`src/hdl/tcei_pkg.sv`:
```
package tcei_pkg;

  localparam int          BYTE_W          = 8;
  localparam int          I2C_ADDR_W      = 7;
  localparam int          BIT_CNT_W       = 3;
  localparam logic [2:0]  BIT_LAST        = 3'h7;

  // Register offsets
  localparam logic [7:0]  CTRL_OFF        = 8'h02;
  localparam logic [7:0]  EVT_FLAGS_OFF   = 8'h03;

  // Reset values
  localparam logic [7:0]  CTRL_RESET      = 8'h00;
  localparam logic [7:0]  PTR_RESET       = 8'h00;
  localparam logic [7:0]  UNMAPPED_DATA   = 8'h00;

  // Control register fields
  localparam int          CTRL_MASK_BIT   = 0;
  localparam int          CTRL_ROLE_LSB   = 1;
  localparam int          CTRL_ROLE_MSB   = 2;
  localparam int          CTRL_TRY_BIT    = 6;

  // Event register fields
  localparam int          EVT_ATTACH_BIT  = 0;
  localparam int          EVT_DETACH_BIT  = 1;
  localparam int          EVT_FAULT_BIT   = 2;
  localparam int          EVT_OTP_BIT     = 3;
  localparam int          EVT_RSVD_BIT    = 4;
  localparam int          EVT_OVP_BIT     = 5;
  localparam int          EVT_OCP_BIT     = 6;
  localparam int          EVT_RECOV_BIT   = 7;
  // Latched bits that may raise the interrupt: 7,6,5,3,1,0
  localparam logic [7:0]  EVT_STICKY_MASK = 8'hEB;

  // Edge detector lanes for the port-side levels
  localparam int          LN_OTP          = 0;
  localparam int          LN_OVP          = 1;
  localparam int          LN_OCP          = 2;
  localparam int          LN_FAULT        = 3;
  localparam int          LN_ATTACH       = 4;
  localparam int          LN_COUNT        = 5;

  typedef enum logic [1:0] {
    ROLE_SINK    = 2'h0,
    ROLE_SOURCE  = 2'h1,
    ROLE_DRP     = 2'h2,
    ROLE_DRP_TRY = 2'h3
  } tcei_role_code_t;

  typedef struct packed {
    logic over_current_event;
    logic over_voltage_event;
    logic otp;
  } tcei_fault_t;

  typedef struct packed {
    logic sink;
    logic source;
    logic drp;
    logic try_src;
    logic try_snk;
  } tcei_role_t;

  typedef enum logic [2:0] {
    ST_IDLE = 3'h0,
    ST_ADDR = 3'h1,
    ST_AACK = 3'h3,
    ST_WR   = 3'h2,
    ST_WACK = 3'h6,
    ST_RD   = 3'h7,
    ST_RACK = 3'h5
  } tcei_i2c_st_t;

endpackage : tcei_pkg

```
`src/hdl/tcei_edge.sv`:
```
`timescale 1ns/1ps
module tcei_edge #(
  parameter int W = 1
) (
  input  wire logic         clk,   // System clock
  input  wire logic         rstn,  // Synchronous reset, active low
  input  wire logic [W-1:0] sig,   // Levels to watch
  output logic      [W-1:0] rise,  // Low-to-high this cycle
  output logic      [W-1:0] fall   // High-to-low this cycle
);

  logic [W-1:0] prev_q;
  logic [W-1:0] prev_d;

  always_comb begin
    prev_d = sig;
  end

  always_ff @(posedge clk) begin
    if (!rstn) begin
      prev_q <= '0;
    end else begin
      prev_q <= prev_d;
    end
  end

  assign rise = sig & ~prev_q;
  assign fall = ~sig & prev_q;

endmodule : tcei_edge

```
`src/hdl/tcei_sticky.sv`:
```
`timescale 1ns/1ps
module tcei_sticky (
  input  wire logic clk,   // System clock
  input  wire logic rstn,  // Synchronous reset, active low
  input  wire logic set,   // Event seen
  input  wire logic clr,   // Clear by register read
  output logic      q      // Latched flag
);

  logic flag_q;
  logic flag_d;

  // A set in the clearing cycle survives
  always_comb begin
    flag_d = set | (flag_q & ~clr);
  end

  always_ff @(posedge clk) begin
    if (!rstn) begin
      flag_q <= 1'b0;
    end else begin
      flag_q <= flag_d;
    end
  end

  assign q = flag_q;

endmodule : tcei_sticky

```
`src/hdl/tcei_top.sv`:
```
// Notes on behaviour
// - Role field 00 gives sink, 01 source, 10 plain dual-role.
// - Role 11 is dual-role with try-source or try-sink from the preference bit.
// - Mask bit 0: interrupt pin driven low while an event is flagged.
// - Mask bit 1: events still latched, interrupt pin left undriven.
// - Event register resets to zero, read-only, cleared by a read of it.
// - Top bit set when VCONN recovers from any fault.
// - Over-current flag set on a VCONN over-current event.
// - Over-voltage flag set on a VCONN over-voltage event.
// - Bit four of the event register always reads zero.
// - Over-temperature flag set on a VCONN over-temperature event.
// - Fault-occurring bit shows live fault presence.
// - Fault-occurring bit is not cleared by reads and raises no interrupt.
// - Detach flag set on unplug.
// - Unplug means leaving any attached state for unattached.
// - Attach flag set on plug, unattached to attached.
`timescale 1ns/1ps
module tcei_top #(
  parameter logic [6:0] I2C_ADDR = 7'h1D          // Slave address
) (
  input  wire logic                 ref_clk,      // 100 MHz system clock
  input  wire logic                 rstn,         // Synchronous reset, active low
  input  wire logic                 scl_i,        // I2C clock level
  input  wire logic                 sda_i,        // I2C data level
  output logic                      sda_o,        // I2C data drive value, always low
  output logic                      sda_oe,       // High while pulling SDA low
  input  wire tcei_pkg::tcei_fault_t faults,      // Live VCONN fault levels
  input  wire logic                 attached,     // Port in any attached state
  output logic                      irq_out_n_o,  // Interrupt drive value, always low
  output logic                      irq_out_n_oe, // High while pulling interrupt low
  output tcei_pkg::tcei_role_t      role,         // Decoded port role
  output logic [7:0]                ctrl_o        // Control byte for the port logic
);

  tcei_pkg::tcei_i2c_st_t st_q;
  tcei_pkg::tcei_i2c_st_t st_d;
  logic [2:0]             cnt_q;
  logic [2:0]             cnt_d;
  logic                   done_q;
  logic                   done_d;
  logic [7:0]             shr_q;
  logic [7:0]             shr_d;
  logic                   rw_q;
  logic                   rw_d;
  logic                   first_q;
  logic                   first_d;
  logic [7:0]             ptr_q;
  logic [7:0]             ptr_d;
  logic                   sda_oe_q;
  logic                   sda_oe_d;
  logic                   mack_q;
  logic                   mack_d;
  logic [7:0]             ctrl_q;
  logic [7:0]             ctrl_d;
  logic                   irq_oe_q;
  logic                   irq_oe_d;
  logic                   fault_q;
  logic                   fault_d;
  tcei_pkg::tcei_role_t   role_q;
  tcei_pkg::tcei_role_t   role_d;

  logic [1:0]             bus_rise;
  logic [1:0]             bus_fall;
  logic                   scl_rise;
  logic                   scl_fall;
  logic                   start_c;
  logic                   stop_c;
  logic                   clr_evt;
  logic                   wr_en;
  logic [7:0]             rd_data;
  logic [7:0]             evt_view;
  logic [7:0]             flags;
  logic [7:0]             set_vec;
  logic                   fault_any;
  logic [tcei_pkg::LN_COUNT-1:0] lvl;
  logic [tcei_pkg::LN_COUNT-1:0] lvl_rise;
  logic [tcei_pkg::LN_COUNT-1:0] lvl_fall;

  // Bus edges: lane 1 is SCL, lane 0 is SDA
  tcei_edge #(.W(2)) u_bus_edge (
    .clk  (ref_clk),
    .rstn (rstn),
    .sig  ({scl_i, sda_i}),
    .rise (bus_rise),
    .fall (bus_fall)
  );

  assign scl_rise = bus_rise[1];
  assign scl_fall = bus_fall[1];
  // SDA moving while SCL stays high frames a transfer
  assign start_c  = scl_i & ~bus_rise[1] & bus_fall[0];
  assign stop_c   = scl_i & ~bus_rise[1] & bus_rise[0];

  assign fault_any = |faults;
  assign lvl       = {attached, fault_any, faults.over_current_event, faults.over_voltage_event, faults.otp};

  tcei_edge #(.W(tcei_pkg::LN_COUNT)) u_port_edge (
    .clk  (ref_clk),
    .rstn (rstn),
    .sig  (lvl),
    .rise (lvl_rise),
    .fall (lvl_fall)
  );

  always_comb begin
    set_vec                          = '0;
    set_vec[tcei_pkg::EVT_RECOV_BIT]  = lvl_fall[tcei_pkg::LN_FAULT];
    set_vec[tcei_pkg::EVT_OCP_BIT]    = lvl_rise[tcei_pkg::LN_OCP];
    set_vec[tcei_pkg::EVT_OVP_BIT]    = lvl_rise[tcei_pkg::LN_OVP];
    set_vec[tcei_pkg::EVT_OTP_BIT]    = lvl_rise[tcei_pkg::LN_OTP];
    set_vec[tcei_pkg::EVT_DETACH_BIT] = lvl_fall[tcei_pkg::LN_ATTACH];
    set_vec[tcei_pkg::EVT_ATTACH_BIT] = lvl_rise[tcei_pkg::LN_ATTACH];
  end

  // Bits 4 and 2 never latch; their set lanes stay low
  for (genvar b = 0; b < tcei_pkg::BYTE_W; b++) begin : g_flag
    tcei_sticky u_flag (
      .clk  (ref_clk),
      .rstn (rstn),
      .set  (set_vec[b] & tcei_pkg::EVT_STICKY_MASK[b]),
      .clr  (clr_evt),
      .q    (flags[b])
    );
  end

  always_comb begin
    evt_view                         = flags & tcei_pkg::EVT_STICKY_MASK;
    evt_view[tcei_pkg::EVT_FAULT_BIT] = fault_q;
  end

  always_comb begin
    unique case (ptr_q)
      tcei_pkg::CTRL_OFF:      rd_data = ctrl_q;
      tcei_pkg::EVT_FLAGS_OFF: rd_data = evt_view;
      default:                 rd_data = tcei_pkg::UNMAPPED_DATA;
    endcase
  end

  // I2C slave: pointer byte first on writes, auto-increment on both directions
  always_comb begin
    st_d     = st_q;
    cnt_d    = cnt_q;
    done_d   = done_q;
    shr_d    = shr_q;
    rw_d     = rw_q;
    first_d  = first_q;
    ptr_d    = ptr_q;
    sda_oe_d = sda_oe_q;
    mack_d   = mack_q;
    clr_evt  = 1'b0;
    wr_en    = 1'b0;
    if (start_c) begin
      st_d     = tcei_pkg::ST_ADDR;
      cnt_d    = '0;
      done_d   = 1'b0;
      sda_oe_d = 1'b0;
    end else if (stop_c) begin
      st_d     = tcei_pkg::ST_IDLE;
      sda_oe_d = 1'b0;
    end else begin
      unique case (st_q)
        tcei_pkg::ST_IDLE: begin
        end
        tcei_pkg::ST_ADDR, tcei_pkg::ST_WR: begin
          if (scl_rise) begin
            shr_d  = {shr_q[6:0], sda_i};
            cnt_d  = cnt_q + 3'h1;
            done_d = (cnt_q == tcei_pkg::BIT_LAST);
          end else if (scl_fall && done_q) begin
            done_d = 1'b0;
            if (st_q == tcei_pkg::ST_ADDR) begin
              if (shr_q[7:1] == I2C_ADDR) begin
                sda_oe_d = 1'b1;
                rw_d     = shr_q[0];
                first_d  = 1'b1;
                st_d     = tcei_pkg::ST_AACK;
              end else begin
                st_d = tcei_pkg::ST_IDLE;
              end
            end else begin
              sda_oe_d = 1'b1;
              first_d  = 1'b0;
              st_d     = tcei_pkg::ST_WACK;
              if (first_q) begin
                ptr_d = shr_q;
              end else begin
                wr_en = 1'b1;
                ptr_d = ptr_q + 8'h01;
              end
            end
          end
        end
        tcei_pkg::ST_AACK: begin
          if (scl_fall) begin
            if (rw_q) begin
              shr_d    = rd_data;
              sda_oe_d = ~rd_data[7];
              cnt_d    = '0;
              ptr_d    = ptr_q + 8'h01;
              clr_evt  = (ptr_q == tcei_pkg::EVT_FLAGS_OFF);
              st_d     = tcei_pkg::ST_RD;
            end else begin
              sda_oe_d = 1'b0;
              st_d     = tcei_pkg::ST_WR;
            end
          end
        end
        tcei_pkg::ST_WACK: begin
          if (scl_fall) begin
            sda_oe_d = 1'b0;
            st_d     = tcei_pkg::ST_WR;
          end
        end
        tcei_pkg::ST_RD: begin
          if (scl_rise) begin
            cnt_d  = cnt_q + 3'h1;
            done_d = (cnt_q == tcei_pkg::BIT_LAST);
          end else if (scl_fall) begin
            if (done_q) begin
              done_d   = 1'b0;
              sda_oe_d = 1'b0;
              st_d     = tcei_pkg::ST_RACK;
            end else begin
              shr_d    = {shr_q[6:0], 1'b0};
              sda_oe_d = ~shr_q[6];
            end
          end
        end
        tcei_pkg::ST_RACK: begin
          if (scl_rise) begin
            mack_d = ~sda_i;
          end else if (scl_fall) begin
            if (mack_q) begin
              shr_d    = rd_data;
              sda_oe_d = ~rd_data[7];
              cnt_d    = '0;
              ptr_d    = ptr_q + 8'h01;
              clr_evt  = (ptr_q == tcei_pkg::EVT_FLAGS_OFF);
              st_d     = tcei_pkg::ST_RD;
            end else begin
              st_d = tcei_pkg::ST_IDLE;
            end
          end
        end
      endcase
    end
  end

  always_comb begin
    ctrl_d = ctrl_q;
    if (wr_en && ptr_q == tcei_pkg::CTRL_OFF) begin
      ctrl_d = shr_q;
    end
    fault_d  = fault_any;
    // The live fault bit is left out of the interrupt term on purpose
    irq_oe_d = ~ctrl_q[tcei_pkg::CTRL_MASK_BIT]
             & |(flags & tcei_pkg::EVT_STICKY_MASK);
  end

  always_comb begin
    role_d = '0;
    unique case (tcei_pkg::tcei_role_code_t'(
                 ctrl_q[tcei_pkg::CTRL_ROLE_MSB:tcei_pkg::CTRL_ROLE_LSB]))
      tcei_pkg::ROLE_SINK:    role_d.sink   = 1'b1;
      tcei_pkg::ROLE_SOURCE:  role_d.source = 1'b1;
      tcei_pkg::ROLE_DRP:     role_d.drp    = 1'b1;
      tcei_pkg::ROLE_DRP_TRY: begin
        role_d.drp     = 1'b1;
        role_d.try_src = ~ctrl_q[tcei_pkg::CTRL_TRY_BIT];
        role_d.try_snk = ctrl_q[tcei_pkg::CTRL_TRY_BIT];
      end
    endcase
  end

  always_ff @(posedge ref_clk) begin
    if (!rstn) begin
      st_q     <= tcei_pkg::ST_IDLE;
      cnt_q    <= '0;
      done_q   <= 1'b0;
      shr_q    <= '0;
      rw_q     <= 1'b0;
      first_q  <= 1'b0;
      ptr_q    <= tcei_pkg::PTR_RESET;
      sda_oe_q <= 1'b0;
      mack_q   <= 1'b0;
      ctrl_q   <= tcei_pkg::CTRL_RESET;
      irq_oe_q <= 1'b0;
      fault_q  <= 1'b0;
      role_q   <= '0;
    end else begin
      st_q     <= st_d;
      cnt_q    <= cnt_d;
      done_q   <= done_d;
      shr_q    <= shr_d;
      rw_q     <= rw_d;
      first_q  <= first_d;
      ptr_q    <= ptr_d;
      sda_oe_q <= sda_oe_d;
      mack_q   <= mack_d;
      ctrl_q   <= ctrl_d;
      irq_oe_q <= irq_oe_d;
      fault_q  <= fault_d;
      role_q   <= role_d;
    end
  end

  // Open-drain pins only ever pull low
  assign sda_o        = 1'b0;
  assign sda_oe       = sda_oe_q;
  assign irq_out_n_o  = 1'b0;
  assign irq_out_n_oe = irq_oe_q;
  assign role         = role_q;
  assign ctrl_o       = ctrl_q;
endmodule : tcei_top

```
`config.mk`:
```
export PLATFORM = sky130hd
export DESIGN_NAME = tcei_top
export DESIGN_NICKNAME = d
export VERILOG_FILES = /design/src/hdl/tcei_pkg.sv /design/src/hdl/tcei_edge.sv /design/src/hdl/tcei_sticky.sv /design/src/hdl/tcei_top.sv
export SDC_FILE = /design/constraint.sdc
export NUM_CORES = 1
export LEC_CHECK = 0
export BUFFER_PORTS_ARGS = -buffer_cell sky130_fd_sc_hd__buf_2
export CORE_ASPECT_RATIO = 0.7
export CORE_UTILIZATION = 58
export DETAILED_ROUTE_END_ITERATION = 10
export PLACE_DENSITY = 0.78
export SETUP_SLACK_MARGIN = 0.05
export SYNTH_ARGS = -nofsm -noshare
export SYNTH_HDL_FRONTEND = slang
export SYNTH_SLANG_ARGS = --single-unit
```
`constraint.sdc`:
```
create_clock -name ref_clk -period 2.2 [get_ports ref_clk]
set_input_delay 0.33 -clock ref_clk [delete_from_list [all_inputs] [get_ports ref_clk]]
set_output_delay 0.33 -clock ref_clk [all_outputs]
set_load 0.05 [all_outputs]
```
After elaboration in Yosys (flattened, before gate mapping)
Index checks and enable logic that the tools add are counted.

Logic and storage cells: 211. Bits in registers: 55. Output and inout bits: 17. Bits of input ports: 8.

Reductions and logical operators: 27. Muxes and demuxes: 81. $add $sub $neg: 2. Equality and inequality tests: 41. Bitwise gates (word level): 34.

Operator list (number): $mux W8 (18); $mux W3 (18); $mux W1 (36); $ne A4 B4 Y1 const B (9); $pmux W8 S4 (1); $ne A2 B2 Y1 const B (14); $pmux W8 S3 (1); $reduce_and A11 Y1 (2); $reduce_and A10 Y1 (2); $eq A8 B2 Y1 const B (2); $pmux W8 S2 (1); $pmux W3 S5 (1); $eq A3 B3 Y1 const B (4); $reduce_and A12 Y1 (1); $and A1 B1 Y1 (10); $and A5 B5 Y5 (2); $not A1 Y1 (10); $not A5 Y5 (2); $ne A3 B3 Y1 const B (3); $pmux W3 S3 (1); $reduce_or A3 Y1 (3); $add A8 B1 Y8 const B (1); $reduce_and A4 Y1 (2); $reduce_and A8 Y1 (1); 25 further kinds (40).

Depth between registers and ports, before layout
Gate-level depths: netlist of the first run.

Depth after elaboration: 10. Gate-level depth with buffers: 9.

By module
Synthesis of the first run repeated with hierarchy kept, for this count alone.

Cells, all modules: 345. Area total of the unflattened synthesis: 2941.6 um^2.

Modules (own cells, without submodules): tcei_top (cells each 299, times used 1, area each 2422.3 um^2); tcei_sticky (cells each 3, times used 6, area each 41.3 um^2); tcei_edge (u_port_edge) (cells each 20, times used 1, area each 193.9 um^2); tcei_edge (u_bus_edge) (cells each 8, times used 1, area each 77.6 um^2).

Worst setup path after synthesis of the first run
Ideal clock, no wire load.

Path type: input -> register. From: in scl_i. To: reg ptr_q[0]. Arrival: 1.755 ns. Path slack: 0.325 ns. Library setup time: 0.120 ns. Stages on the path: 6. Cell sequence: ha_1 > and3b_1 > a311oi_4 > o211ai_4 > and2_0 > o31a_1.

Cells in the longest elaborated chain, start to end: 6. Elaborated cells between the ends (all ways): 16. Those cells by class: eq/ne (5); bitwise (9); reduce/logical (2).

RTL lines: from (decl) (RTL line tcei_top.sv:23) `input wire logic scl_i,`; $and A2 B2 Y2 (RTL line tcei_edge.sv:27) `assign rise = sig & ~prev_q;`; $not A1 Y1 (no line); $and A1 B1 Y1 (RTL line tcei_top.sv:91, tcei_top.sv:92); $and A1 B1 Y1, on equally long branches (RTL line tcei_top.sv:91, tcei_top.sv:92); $not A1 Y1 (no line); $reduce_and A11 Y1 (no line) *; to (signal assigned) (RTL line tcei_top.sv:283) `ptr_q <= tcei_pkg::PTR_RESET;`; to (signal assigned) (RTL line tcei_top.sv:297) `ptr_q <= ptr_d;`; to (decl) (RTL line tcei_top.sv:47) `logic [7:0] ptr_q;`.

Every way passes the cells marked *; elsewhere a longest branch is shown, timed or not. A chain may end at the register's enable or synchronous reset.

Worst setup path after layout of the first run
From: reg u_bus_edge.prev_q[1]. To: reg ctrl_q[3], in the netlist ctrl_o[3].

Cells in the longest elaborated chain, start to end: 8. Elaborated cells between the ends (all ways): 14. Those cells by class: mux (5); bitwise (7); reduce/logical (2).

RTL lines: from (decl) (RTL line tcei_edge.sv:12) `logic [W-1:0] prev_q;`; from (signal assigned) (RTL line tcei_edge.sv:23) `prev_q <= prev_d;`; $and A2 B2 Y2 or $not A2 Y2 (tied branches) (RTL line tcei_edge.sv:28, tcei_edge.sv:27); $logic_and A1 B1 Y1 or $and A2 B2 Y2 (tied branches) (RTL line tcei_top.sv:169, tcei_edge.sv:27); $mux W1 or $not A1 Y1 (tied branches); $mux W1 or $and A1 B1 Y1 (tied branches) (RTL line tcei_top.sv:165, tcei_top.sv:91, tcei_top.sv:92); $mux W1 or $and A1 B1 Y1 (tied branches) (RTL line tcei_top.sv:161, tcei_top.sv:92); $mux W1 (RTL line tcei_top.sv:157) `end else if (stop_c) begin`; $mux W1 * (RTL line tcei_top.sv:152) `if (start_c) begin`; $logic_and A1 B1 Y1 * (RTL line tcei_top.sv:251) `if (wr_en && ptr_q == tcei_pkg::CTRL_OFF) begin`; to (signal assigned) (RTL line tcei_top.sv:286) `ctrl_q <= tcei_pkg::CTRL_RESET;`; to (signal assigned) (RTL line tcei_top.sv:300) `ctrl_q <= ctrl_d;`; to (decl) (RTL line tcei_top.sv:53) `logic [7:0] ctrl_q;`.

Marked as above.

==> key figures, run 1 <==
Global routing
  • Gr ovfl total: 0
  • Antenna violations before repair: 0
  • Largest net degree at the start of global routing: 21
  • Number of global-route vias before repair: 2,258
  • First-pass GRT wire length: approximately 12,000 um
  • Tot GR Track Use: slightly below 30%

Final layout
  • Commonest non-fill, non-tap cells in the layout: dfxtp_1 (52), nand2_1 (44), nor2_1 (32), buf_2 (22), a21oi_1 (19)
  • Fillers: ~420
  • Antenna cells: 0
  • Number of non-filler instances in the completed layout: 440
  • Most common cell after layout, fill and taps aside: dfxtp_1
  • Reg area: around 1100 sq um
  • Synth-to-layout area growth: 10.60%
  • # nets final: 385
  • Multi-input logic area: 1653 sq um
  • Layout cells sized above 1: about 17%

Placement
  • Placed Cells: approximately 430
  • Gpl congestion: slightly above 0.9
  • Buffers on Ports: 22
  • Dpl hpwl: approximately 5400 um

Clock tree
  • Clock sinks: 54
  • H-tree Lvls: 2
  • Clock Tree Buf Depth: 2
  • TritonCTS buffer count: 5
  • Root Driver: clkbuf_8
  • TritonCTS clock tree: done
  • Setup Buffers After CTS: 0
  • Post_cts resized: 0
  • Hold buffers post-CTS: 0
  • Clock latency at the later pin of the worst-skew pair: a little over 300 ps
  • Worst-path clk slew: around 110 ps

Critical path
  • Critical Path RT: ~2400 ps
  • Critical path capture point type: flop
  • Top delay family on crit path: simple AND/OR/NAND/NOR gates
  • CP max FO: 10
  • CP Class: reg -> reg
  • Crit path largest cell delay: between 300 and 400 ps
  • Crit-path cells: inv_1 -> ha_1 -> and3b_1 -> a21boi_2 -> and4_1 -> buf_4 -> mux2i_1 -> nor2_1
  • WP data arrival: roughly 2200 ps
  • Cell with the largest stage delay on the worst path: dfxtp_1
  • Crit path buffers/inverters: 2
  • Worst setup SP type: flop

Power
  • Combinational power share: 7.4%
  • Sw Share: 26.73%
  • VDD IR-drop max: 0.3632 mV
  • Post-layout power: between 1.5 and 2 mW
  • P_sw: 0.4664 mW
  • Clk network pwr share: 34.1%
  • Leakage power: 1.208 nW
  • Sequential Power Share: between 50 and 60%
  • Power Internal: between 1 and 1.5 mW
  • Cell area power density: 545.7 nW/um^2

Detailed routing
  • Drt total wl: 7334 um
  • Via count: 2,698
  • Initial DRC Count: approximately 320
  • Drt drc: 0
  • DRT Pass-1 Iters: 6
  • Wire per inst: 16.67 um
  • Antenna viol nets, final: 0
  • DR vias/cell: slightly above 6

Floorplanning
  • Die area: approximately 5300 sq um
  • Starting Density: 60.47%
  • Rows: 21
  • Die W: 86.39 um
  • Die Y: 61.08 um
  • Area of the core: about 4800 sq um
  • I/O pin total: 25

STA
  • Fmax: 503.7 MHz
  • Clock Skew: around 9.2 ps
  • Final hold slack: around 240 ps
  • Tcrit/Tclk final: between 90% and 100%
  • Setup TNS: 0 ps
  • Final Critical Period: 1985 ps
  • Unrepaired setup endpoints after global routing: false
  • Least-Margin Pin Slew: 542.2 ps
  • Rel. slew slack: between 60% and 70%
  • Fin. Hold Viols: 0
  • Slew Viols, Final: 0
  • Final setup viols: 0

Job
  • Total of max-cap violations: 0

Yosys
  • YS warnings: 0
  • Number of synthesized flops with an enable pin: 0
  • Leading area contributor after synthesis: dfxtp_1
  • Synth unique cells: 66
  • Syn Area/Cell: 8.406 sq um
  • Seq/Total Area, Yosys: ~37%
  • Post-synthesis cell area: roughly 2900 sq um
  • Yosys reg bits: between 50 and 60
  • Cells after Synth: 344
  • Area fraction of the dominant cell type after synthesis: about 37%
  • Main synth FF type: dfxtp_1
  • Synth top area cells: dfxtp_1 (37%), nand2_1 (5.7%), mux2i_1 (4.5%)
  • Asr flop ratio synth: 0%

Min path
  • Hold/Removal Path Class: in -> reg

Outcome
  • Status: finished, final reports clean
cell type report:
cell class / instances / share of cell area [%]
sequential: 54 / 33.88
inverter: 13 / 1.526
timing repair buffer: 38 / 7.199
clock buffer: 5 / 2.152
tap: 69 / 2.700
clock inverter: 3 / 0.8607
multi-input combinational: 258 / 51.68
per-stage QoR:
stage	cell area (sq um)	util (%)	worst slack [ps]
2_1_floorplan	2895	-	325.2
3_3_place_gp	3095	64.73	147.1
3_5_place_dp	3095	64.73	116.4
4_1_cts	3192	66.75	127.5
5_1_grt	3198	66.88	55.37
6_report	3198	66.88	214.7
power by group through the flow:
stage               clock [mW]  combinational (mW)  sequential, mW
floorplan                    0              0.0839            1.04
global placement             0               0.125            1.04
detailed placement           0               0.127            1.04
CTS                      0.605               0.127            1.02
global route             0.651               0.142            1.02
finish                   0.596               0.130            1.02
cells by family (layout without fill, tap and decap cells):
logic type | after synthesis | in the layout | share of synthesized area (%)
DFF | 54 | 54 | 37.39
xor gates and xnor gates | 4 | 4 | 1.212
buffers and inverters | 33 | 59 | 5.712
and+or+nand+nor | 139 | 139 | 24.84
other | 1 | 2 | 0.1297
muxes | 13 | 13 | 4.500
AOI/OAI and AO/OA | 93 | 93 | 23.19
adders and majority gates | 7 | 7 | 3.029
worst register-to-register path: stages, from the launching register on:
cell	delay (ps)
dfxtp_1	360
inv_1	50
ha_1	270
and3b_1	270
a21boi_2	210
and4_1	210
buf_4	200
mux2i_1	240
nor2_1	80
final timing paths:
path / start / to / slack, ps / cells after the start
hold / removal: faults[1] / u_port_edge.prev_q[1]$_SDFF_PN0_ / 240 / 3
setup / recovery: u_bus_edge.prev_q[1]$_SDFF_PN0_ / ctrl_o[3]$_SDFFE_PN0P_ / 210 / 8
hold reg to reg: u_port_edge.prev_q[1]$_SDFF_PN0_ / g_flag[5].u_flag.q$_SDFF_PN0_ / 410 / 1
setup reg to reg: u_bus_edge.prev_q[1]$_SDFF_PN0_ / ctrl_o[3]$_SDFFE_PN0P_ / 210 / 8
cells in the mapped netlist, types with 4 or more instances:
library cell  number
a211oi_1           5
a21o_1             5
a21oi_1           19
a22oi_1            4
a31oi_1            6
a32oi_1            4
and2_1             4
buf_2              6
buf_4              7
clkbuf_1           6
dfxtp_1           54
ha_1               7
inv_1             11
mux2i_1           13
nand2_1           44
nand3_1            7
nor2_1            32
nor2b_1            4
nor3_1            12
o21ai_0           10
o21ai_1            8
o32ai_1            4
flip-flops by register name, indices dropped and copies added, names as in the netlist:
register,count
irq_out_n_oe,1
role,5
sda_oe,1
g_flag.u_flag.q,6
st_q,3
mack_q,1
shr_q,8
done_q,1
ctrl_o,8
rw_q,1
u_bus_edge.prev_q,2
u_port_edge.prev_q,5
cnt_q,3
ptr_q,8
first_q,1
metal layers:
layer / up-vias / routed length (um) / global-route usage (%)
li1: 1296 / - / -
met2: 160 / 2955 / 40.59
met5: - / 0 / 0
met1: 1231 / 3543 / 45.71
met3: 11 / 785 / 6.568
met4: 0 / 49 / 5.476
No activity file was read; power rests on OpenSTA's default activity.
==> run 2: changes to the inputs <==
Settings changed: GPL_TIMING_DRIVEN from default to 0, HOLD_SLACK_MARGIN from default to 0.08, SYNTH_HIERARCHICAL from default to 1.
==> run 2 against run 1 <==
Net effect:
- worst hold slack got worse by 6.7 ps
- core utilization rose by 3.5 points
- final cell count is 1.6% higher
- wire length is 8.4% higher
- highest routed layer unchanged
- global-route usage rose by 1.3 points
- synthesized cell count down 0.87%
- combinational power increased by 39%
- sequential power about the same
==> key figures, run 2 <==
Final layout
  • Antenna cells: 0 (unchanged)
  • Commonest non-fill, non-tap cells in the layout: dfxtp_1 (53), nor2_1 (31), nand2_1 (27), buf_2 (24), a21oi_1 (24) (was dfxtp_1 (52), nand2_1 (44), nor2_1 (32), buf_2 (22), a21oi_1 (19))
  • Fin util: 70.39% (was 66.88%)
  • # nets final: 389 (was 385)
  • Multi-input logic area: 1765 sq um (was 1653 sq um)
  • Layout cells sized above 1: 20.90% (was 16.71%)
  • Reg area: 1104 sq um (was 1084 sq um)
  • Fillers: 386 (was 416)
  • Most common cell after layout, fill and taps aside: dfxtp_1 (unchanged)
  • Synth-to-layout area growth: 16.04% (was 10.60%)

Critical path
  • Reg2Reg Setup Slack: 100 ps (was 210 ps)
  • Top delay family on crit path: simple AND/OR/NAND/NOR gates (unchanged)
  • Reg2Reg Capture Point: shr_q[6]$_SDFFE_PN0P_ (was ctrl_o[3]$_SDFFE_PN0P_)
  • Crit path buffers/inverters: 1 (was 2)
  • CP Class: reg -> reg (unchanged)
  • Crit path largest cell delay: 600 ps (was 360 ps)
  • CP max FO: 5 (was 10)
  • Critical Path RT: 2440 ps (was 2410 ps)
  • Cell with the largest stage delay on the worst path: or4_4 (was dfxtp_1)
  • R2R depth: 6 (was 8)
  • Critical path capture point type: flop (unchanged)
  • Crit-path cells: or4_4 -> nor4b_4 -> buf_4 -> nand3_1 -> and3_1 -> a211oi_1 (was inv_1 -> ha_1 -> and3b_1 -> a21boi_2 -> and4_1 -> buf_4 -> mux2i_1 -> nor2_1)
  • WP data arrival: 2340 ps (was 2190 ps)
  • Reg2reg start: ptr_q[5]$_SDFFE_PN0P_ (was u_bus_edge.prev_q[1]$_SDFF_PN0_)
  • Worst setup SP type: flop (unchanged)

Floorplanning
  • Die W: 86.76 um (was 86.39 um)
  • I/O pin total: 25 (unchanged)
  • Die area: 5321 sq um (was 5276 sq um)
  • Rows: 21 (unchanged)
  • Starting Density: 60.66% (was 60.47%)
  • Die Y: 61.33 um (was 61.08 um)
  • Area of the core: 4808 sq um (was 4782 sq um)

Yosys
  • Syn Area/Cell: 8.553 sq um (was 8.406 sq um)
  • Cells after Synth: 341 (was 344)
  • YS warnings: 6 (was 0)
  • Post-synthesis cell area: 2917 sq um (was 2892 sq um)

Placement
  • Post-placement setup slack: -565.7 ps (was 116.4 ps)
  • Gpl congestion: 0.9484 (was 0.9203)
  • Dpl hpwl: 5507 um (was 5378 um)
  • Buffers on Ports: 22 (unchanged)

Clock tree
  • Worst-path clk slew: 110 ps (about the same)
  • Hold buffers post-CTS: 0 (unchanged)
  • Clock sinks: 55 (was 54)
  • TritonCTS clock tree: done (unchanged)
  • Root Driver: clkbuf_8 (unchanged)
  • H-tree Lvls: 2 (unchanged)
  • Clock Tree Buf Depth: 2 (unchanged)
  • Clock latency at the later pin of the worst-skew pair: 320 ps (was 310 ps)
  • TritonCTS buffer count: 5 (unchanged)

Min path
  • Hold Crit Depth: 2 (was 3)
  • Hold/Removal Path Class: in -> reg (unchanged)
  • Endpoint, Worst Hold: u_port_edge/prev_q[2]$_SDFF_PN0_ (was u_port_edge.prev_q[1]$_SDFF_PN0_)
  • Hold Startpoint: faults[2] (was faults[1])

Global routing
  • Tot GR Track Use: 30.47% (was 29.15%)
  • Number of global-route vias before repair: 2,434 (was 2,258)
  • Largest net degree at the start of global routing: 18 (was 21)
  • First-pass GRT wire length: 12,230 um (was 11,610 um)
  • Gr ovfl total: 0 (unchanged)
  • Antenna violations before repair: 0 (unchanged)

STA
  • Final setup viols: 0 (unchanged)
  • Fmax: 476.0 MHz (was 503.7 MHz)
  • Slew Viols, Final: 0 (unchanged)
  • Tcrit/Tclk final: 95.50% (was 90.24%)
  • Final Critical Period: 2101 ps (was 1985 ps)
  • Fin. Hold Viols: 0 (unchanged)
  • Unrepaired setup endpoints after global routing: false (unchanged)
  • Rel. slew slack: 58.94% (was 63.36%)
  • Post-route setup slack: 98.96 ps (was 214.7 ps)
  • Final hold slack: 230.6 ps (was 237.3 ps)
  • Clock Skew: 10.88 ps (was 9.210 ps)
  • Least-Margin Pin Slew: 614.4 ps (was 542.2 ps)

Power
  • Leakage power: 1.285 nW (was 1.208 nW)
  • VDD IR-drop max: 0.3392 mV (was 0.3632 mV)
  • Cell area power density: 570.6 nW/um^2 (was 545.7 nW/um^2)

Job
  • Total of max-cap violations: 0 (unchanged)

Detailed routing
  • DR vias/cell: 6.253 (was 6.132)
  • Drt total wl: 7947 um (was 7334 um)
  • Via count: 2,795 (was 2,698)
  • Wire per inst: 17.78 um (was 16.67 um)
  • Initial DRC Count: 334 (was 323)
  • DRT Pass-1 Iters: 6 (unchanged)
  • Drt drc: 0 (unchanged)
  • Antenna viol nets, final: 0 (unchanged)

Outcome
  • Status: finished, final reports clean (unchanged)
[run 2: cell types whose count changed in the layout (fill, tap and decap cells not counted), sizes merged, moves of 5 or more]
cell	previous run	this run
o21ai	19	12
inv	15	10
a21oi	19	24
nand3	7	15
nor4b	0	5
nor2b	4	19
clkbuf	5	19
nand2	44	27
a21o	5	0
and2	5	10
nor3	13	8
[run 2: worst max path at each step]
stage | start | to | cells past startpoint
floorplan | ptr_q[5]$_SDFFE_PN0P_ | g_flag[0].u_flag/q$_SDFF_PN0_ | 5
global placement | scl_i | shr_q[5]$_SDFFE_PN0P_ | 8
CTS | u_bus_edge/prev_q[1]$_SDFF_PN0_ | ptr_q[5]$_SDFFE_PN0P_ | 7
finish | ptr_q[5]$_SDFFE_PN0P_ | shr_q[6]$_SDFFE_PN0P_ | 6
detailed placement | scl_i | shr_q[5]$_SDFFE_PN0P_ | 8
global route | st_q[2]$_SDFFE_PP0P_ | g_flag[0].u_flag/q$_SDFF_PN0_ | 9
[run 2: area by class of cell]
cell class                      instances  area share, %
Inverter                                9         0.9982
Multi-Input combinational cell        258          52.16
Sequential cell                        55          32.61
Buffer                                 20          3.438
Tap cell                               69          2.551
Clock inverter                          2          1.146
Clock buffer                            6          2.144
Timing Repair Buffer                   28          4.954
[run 2: metal layers]
layer	vias up	wire length [um]	part of all wire (%)	GRT usage (%)
met1	1311	3688	46	44.00
met5	-	0	0	0
met4	0	76	0.96	7.857
met3	10	748	9.4	4.021
met2	162	3433	43	48.75
li1	1312	-	-	-
[run 2: metrics by stage]
| step | setup TNS (ps) | cells | cell area [sq um] | power, mW |
|---|---|---|---|---|
| finish | 0 | 447 | 3385 | 1.931 |
| global route | 0 | 447 | 3385 | 1.999 |
| CTS | 0 | 445 | 3309 | 1.925 |
| detailed placement | -8241 | 433 | 3133 | 1.239 |
| global placement | -8761 | 433 | 3133 | 1.235 |
| floorplan | -216.1 | 342 | 2937 | 1.187 |
[run 2: worst reg2reg max path: stages (launching register included)]
cell and delay, ps:
dfxtp_1 350, or4_4 600, nor4b_4 340, buf_4 200, nand3_1 80, and3_1 200, a211oi_1 250
[run 2: report_power, final]
group / leakage [nW] / switching [mW] / internal [mW]
clock network: 0.0558 / 0.352 / 0.345
registers: 0.449 / 0.0296 / 1.02
logic: 0.780 / 0.109 / 0.0724
[run 2: timing repair]
action	4_1_cts	5_1_grt
gates resized for setup	7	32
setup buffers	4	2
endpoints found under the setup margin	34	33
pin swaps	3	3
hold endpoints to repair	0	0
==> run 3: changes to the inputs <==
Settings changed: CORE_MARGIN from default to 1.5.
==> run 3 against run 2 <==
Net effect:
- global-route usage decreased by 2.1 points
- clock power decreased by 14%
- final cell count unchanged
- first-iteration DRC count decreased by 12%
- fmax about the same
- sequential share of layout area increased by 0.27 points
- critical path depth increased by 2
- sequential power about the same
- core utilization decreased by 0.73 points
- clock skew decreased by 1.8 ps
- register-to-register slack about the same
- critical path type unchanged
- largest power group unchanged
- highest routed layer unchanged
==> key figures, run 3 (synthesis gave the netlist of run 2 again) <==
Detailed routing
  • DR vias/cell: 6.094 (was 6.253)
  • Top sig layer: met4 (unchanged)
  • Met1 WL: 3390 um (was 3688 um)
  • Antenna viol nets, final: 0 (unchanged)
  • WL met2: 3046 um (was 3433 um)
  • Drt total wl: 7335 um (was 7947 um)
  • Wire per inst: 16.41 um (was 17.78 um)
  • DRT Pass-1 Iters: 5 (was 6)
  • Via count: 2,724 (was 2,795)
  • Met3 Routed Length: 753 um (was 748 um)
  • Drt drc: 0 (unchanged)
  • Initial DRC Count: 294 (was 334)

Floorplanning
  • Die area: 5470 sq um (was 5321 sq um)
  • I/O pin total: 25 (unchanged)
  • Die Y: 62.33 um (was 61.33 um)
  • Die W: 87.76 um (was 86.76 um)
  • Area of the core: 4808 sq um (unchanged)
  • Starting Density: 60.66% (unchanged)
  • Rows: 21 (unchanged)

Final layout
  • Commonest non-fill, non-tap cells in the layout: dfxtp_1 (55), nor2_1 (33), nand2_1 (27), buf_2 (25), a21oi_1 (24) (was dfxtp_1 (53), nor2_1 (31), nand2_1 (27), buf_2 (24), a21oi_1 (24))
  • Antenna cells: 0 (unchanged)
  • Reg area: 1101 sq um (was 1104 sq um)
  • Fillers: 408 (was 386)
  • # nets final: 389 (unchanged)
  • Most common cell after layout, fill and taps aside: dfxtp_1 (unchanged)
  • Number of non-filler instances in the completed layout: 447 (unchanged)
  • Layout cells sized above 1: 18.78% (was 20.90%)
  • Synth-to-layout area growth: 14.84% (was 16.04%)
  • Multi-input logic area: 1750 sq um (was 1765 sq um)

Power
  • Sequential Power Share: 57.6% (was 54.5%)
  • Combinational power share: 9.6% (was 9.4%)
  • Power Internal: 1.327 mW (was 1.441 mW)
  • Leakage power: 1.271 nW (was 1.285 nW)
  • Cell area power density: 546.0 nW/um^2 (was 570.6 nW/um^2)
  • P_sw: 0.5019 mW (was 0.4904 mW)
  • VDD IR-drop max: 0.2889 mV (was 0.3392 mV)
  • Clk network pwr share: 32.8% (was 36.1%)
  • Post-layout power: 1.829 mW (was 1.931 mW)
  • Sw Share: 27.44% (was 25.39%)

STA
  • Fmax: 475.8 MHz (was 476.0 MHz)
  • Final hold slack: 228.8 ps (was 230.6 ps)
  • Final setup viols: 0 (unchanged)
  • Rel. slew slack: 61.21% (was 58.94%)
  • Post-route setup slack: 98.15 ps (was 98.96 ps)
  • Final Critical Period: 2102 ps (was 2101 ps)
  • Fin. Hold Viols: 0 (unchanged)
  • Tcrit/Tclk final: 95.54% (was 95.50%)
  • Slew Viols, Final: 0 (unchanged)
  • Unrepaired setup endpoints after global routing: true (was false)
  • Least-Margin Pin Slew: 581.8 ps (was 614.4 ps)
  • Clock Skew: 9.069 ps (was 10.88 ps)

Clock tree
  • Clock sinks: 55 (unchanged)
  • TritonCTS buffer count: 5 (unchanged)
  • Worst-path clk slew: 110 ps (about the same)
  • H-tree Lvls: 2 (unchanged)
  • TritonCTS clock tree: done (unchanged)
  • Root Driver: clkbuf_8 (unchanged)
  • Clock Tree Buf Depth: 2 (unchanged)
  • Clock latency at the later pin of the worst-skew pair: 320 ps (about the same)

Placement
  • Post-placement setup slack: -502.7 ps (was -565.7 ps)
  • Dpl hpwl: 5202 um (was 5507 um)
  • Gpl congestion: 0.9615 (was 0.9484)
  • Placed Cells: 433 (unchanged)
  • Buffers on Ports: 22 (unchanged)

Critical path
  • CP max FO: 10 (was 5)
  • Crit-path cells: buf_2 -> buf_1 -> nor4_1 -> o211ai_1 -> nor4b_4 -> buf_12 -> nor2b_4 -> o21a_1 (was or4_4 -> nor4b_4 -> buf_4 -> nand3_1 -> and3_1 -> a211oi_1)
  • Critical Path RT: 2420 ps (was 2440 ps)
  • Critical path capture point type: flop (unchanged)
  • Top delay family on crit path: simple AND/OR/NAND/NOR gates (unchanged)
  • Crit path largest cell delay: 380 ps (was 600 ps)
  • Worst setup SP type: flop (unchanged)
  • Crit path buffers/inverters: 3 (was 1)
  • CP Class: reg -> reg (unchanged)
  • WP data arrival: 2320 ps (was 2340 ps)
  • Cell with the largest stage delay on the worst path: dfxtp_1 (was or4_4)

Global routing
  • Number of global-route vias before repair: 2,426 (was 2,434)
  • First-pass GRT wire length: 12,200 um (was 12,230 um)
  • Tot GR Track Use: 28.35% (was 30.47%)
  • Largest net degree at the start of global routing: 19 (was 18)
  • Gr ovfl total: 0 (unchanged)
  • Antenna violations before repair: 0 (unchanged)

Job
  • Total of max-cap violations: 0 (unchanged)

Outcome
  • Status: finished, final reports clean (unchanged)

Min path
  • Hold/Removal Path Class: in -> reg (unchanged)
-- run 3: cell types whose count changed in the layout (fill, tap and decap cells not counted), moves of 2 or more --
cell,previous run,this run
buf_1,1,3
clkbuf_4,3,1
dfxtp_1,53,55
dfxtp_2,2,0
nor2_1,31,33
nor2_2,2,0
-- run 3: power groups by stage --
| stage | clock, mW | combinational, mW | sequential [mW] |
|---|---|---|---|
| global route | 0.649 | 0.194 | 1.06 |
| global placement | 0 | 0.163 | 1.07 |
| floorplan | 0 | 0.115 | 1.07 |
| finish | 0.600 | 0.176 | 1.05 |
| CTS | 0.605 | 0.171 | 1.05 |
| detailed placement | 0 | 0.165 | 1.07 |
-- run 3: area by class of cell --
class	count	share of cell area (%)
clock buffer	5	2.055
timing repair buffer	28	5.379
buffer	20	3.138
clock inverter	3	0.7098
inverter	9	1.009
multi-input combinational	258	52.26
tap	69	2.578
sequential	55	32.87
-- run 3: repair_timing --
item,4_1_cts,5_1_grt
endpoints found under the hold margin,0,0
buffers inserted,4,2
gates resized for setup,5,21
hold buffers,0,0
pin swaps,3,3
endpoints found under the setup margin,31,34
-- run 3: final timing paths --
kind	startpoint	end	slack [ps]	depth (start not counted)
min	faults[2]	u_port_edge/prev_q[2]$_SDFF_PN0_	230	2
min reg2reg	cnt_q[1]$_SDFFE_PP0P_	cnt_q[1]$_SDFFE_PP0P_	470	2
max	st_q[1]$_SDFFE_PP0P_	g_flag[0].u_flag/q$_SDFF_PN0_	100	8
max reg2reg	st_q[1]$_SDFFE_PP0P_	g_flag[0].u_flag/q$_SDFF_PN0_	100	8
-- run 3: worst reg2reg max path, stage by stage, from the launching register on --
cell and delay (ps):
dfxtp_1 380, buf_2 200, buf_1 230, nor4_1 320
o211ai_1 160, nor4b_4 340, buf_12 190, nor2b_4 40
o21a_1 160
-- run 3: metrics by stage --
stage | util [%] | TNS, ps | instance area [sq um]
floorplan | - | -216.1 | 2937
global placement | 65.16 | -9339 | 3133
detailed placement | 65.16 | -7374 | 3133
CTS | 68.36 | 0 | 3287
global route | 69.66 | 0 | 3349
finish | 69.66 | 0 | 3349
-- run 3: per-layer routing --
metal / track usage [%] / vias up
met5: 0 / -
met4: 8.532 / 0
met3: 5.718 / 16
met2: 38.36 / 142
met1: 44.33 / 1255
li1: - / 1311
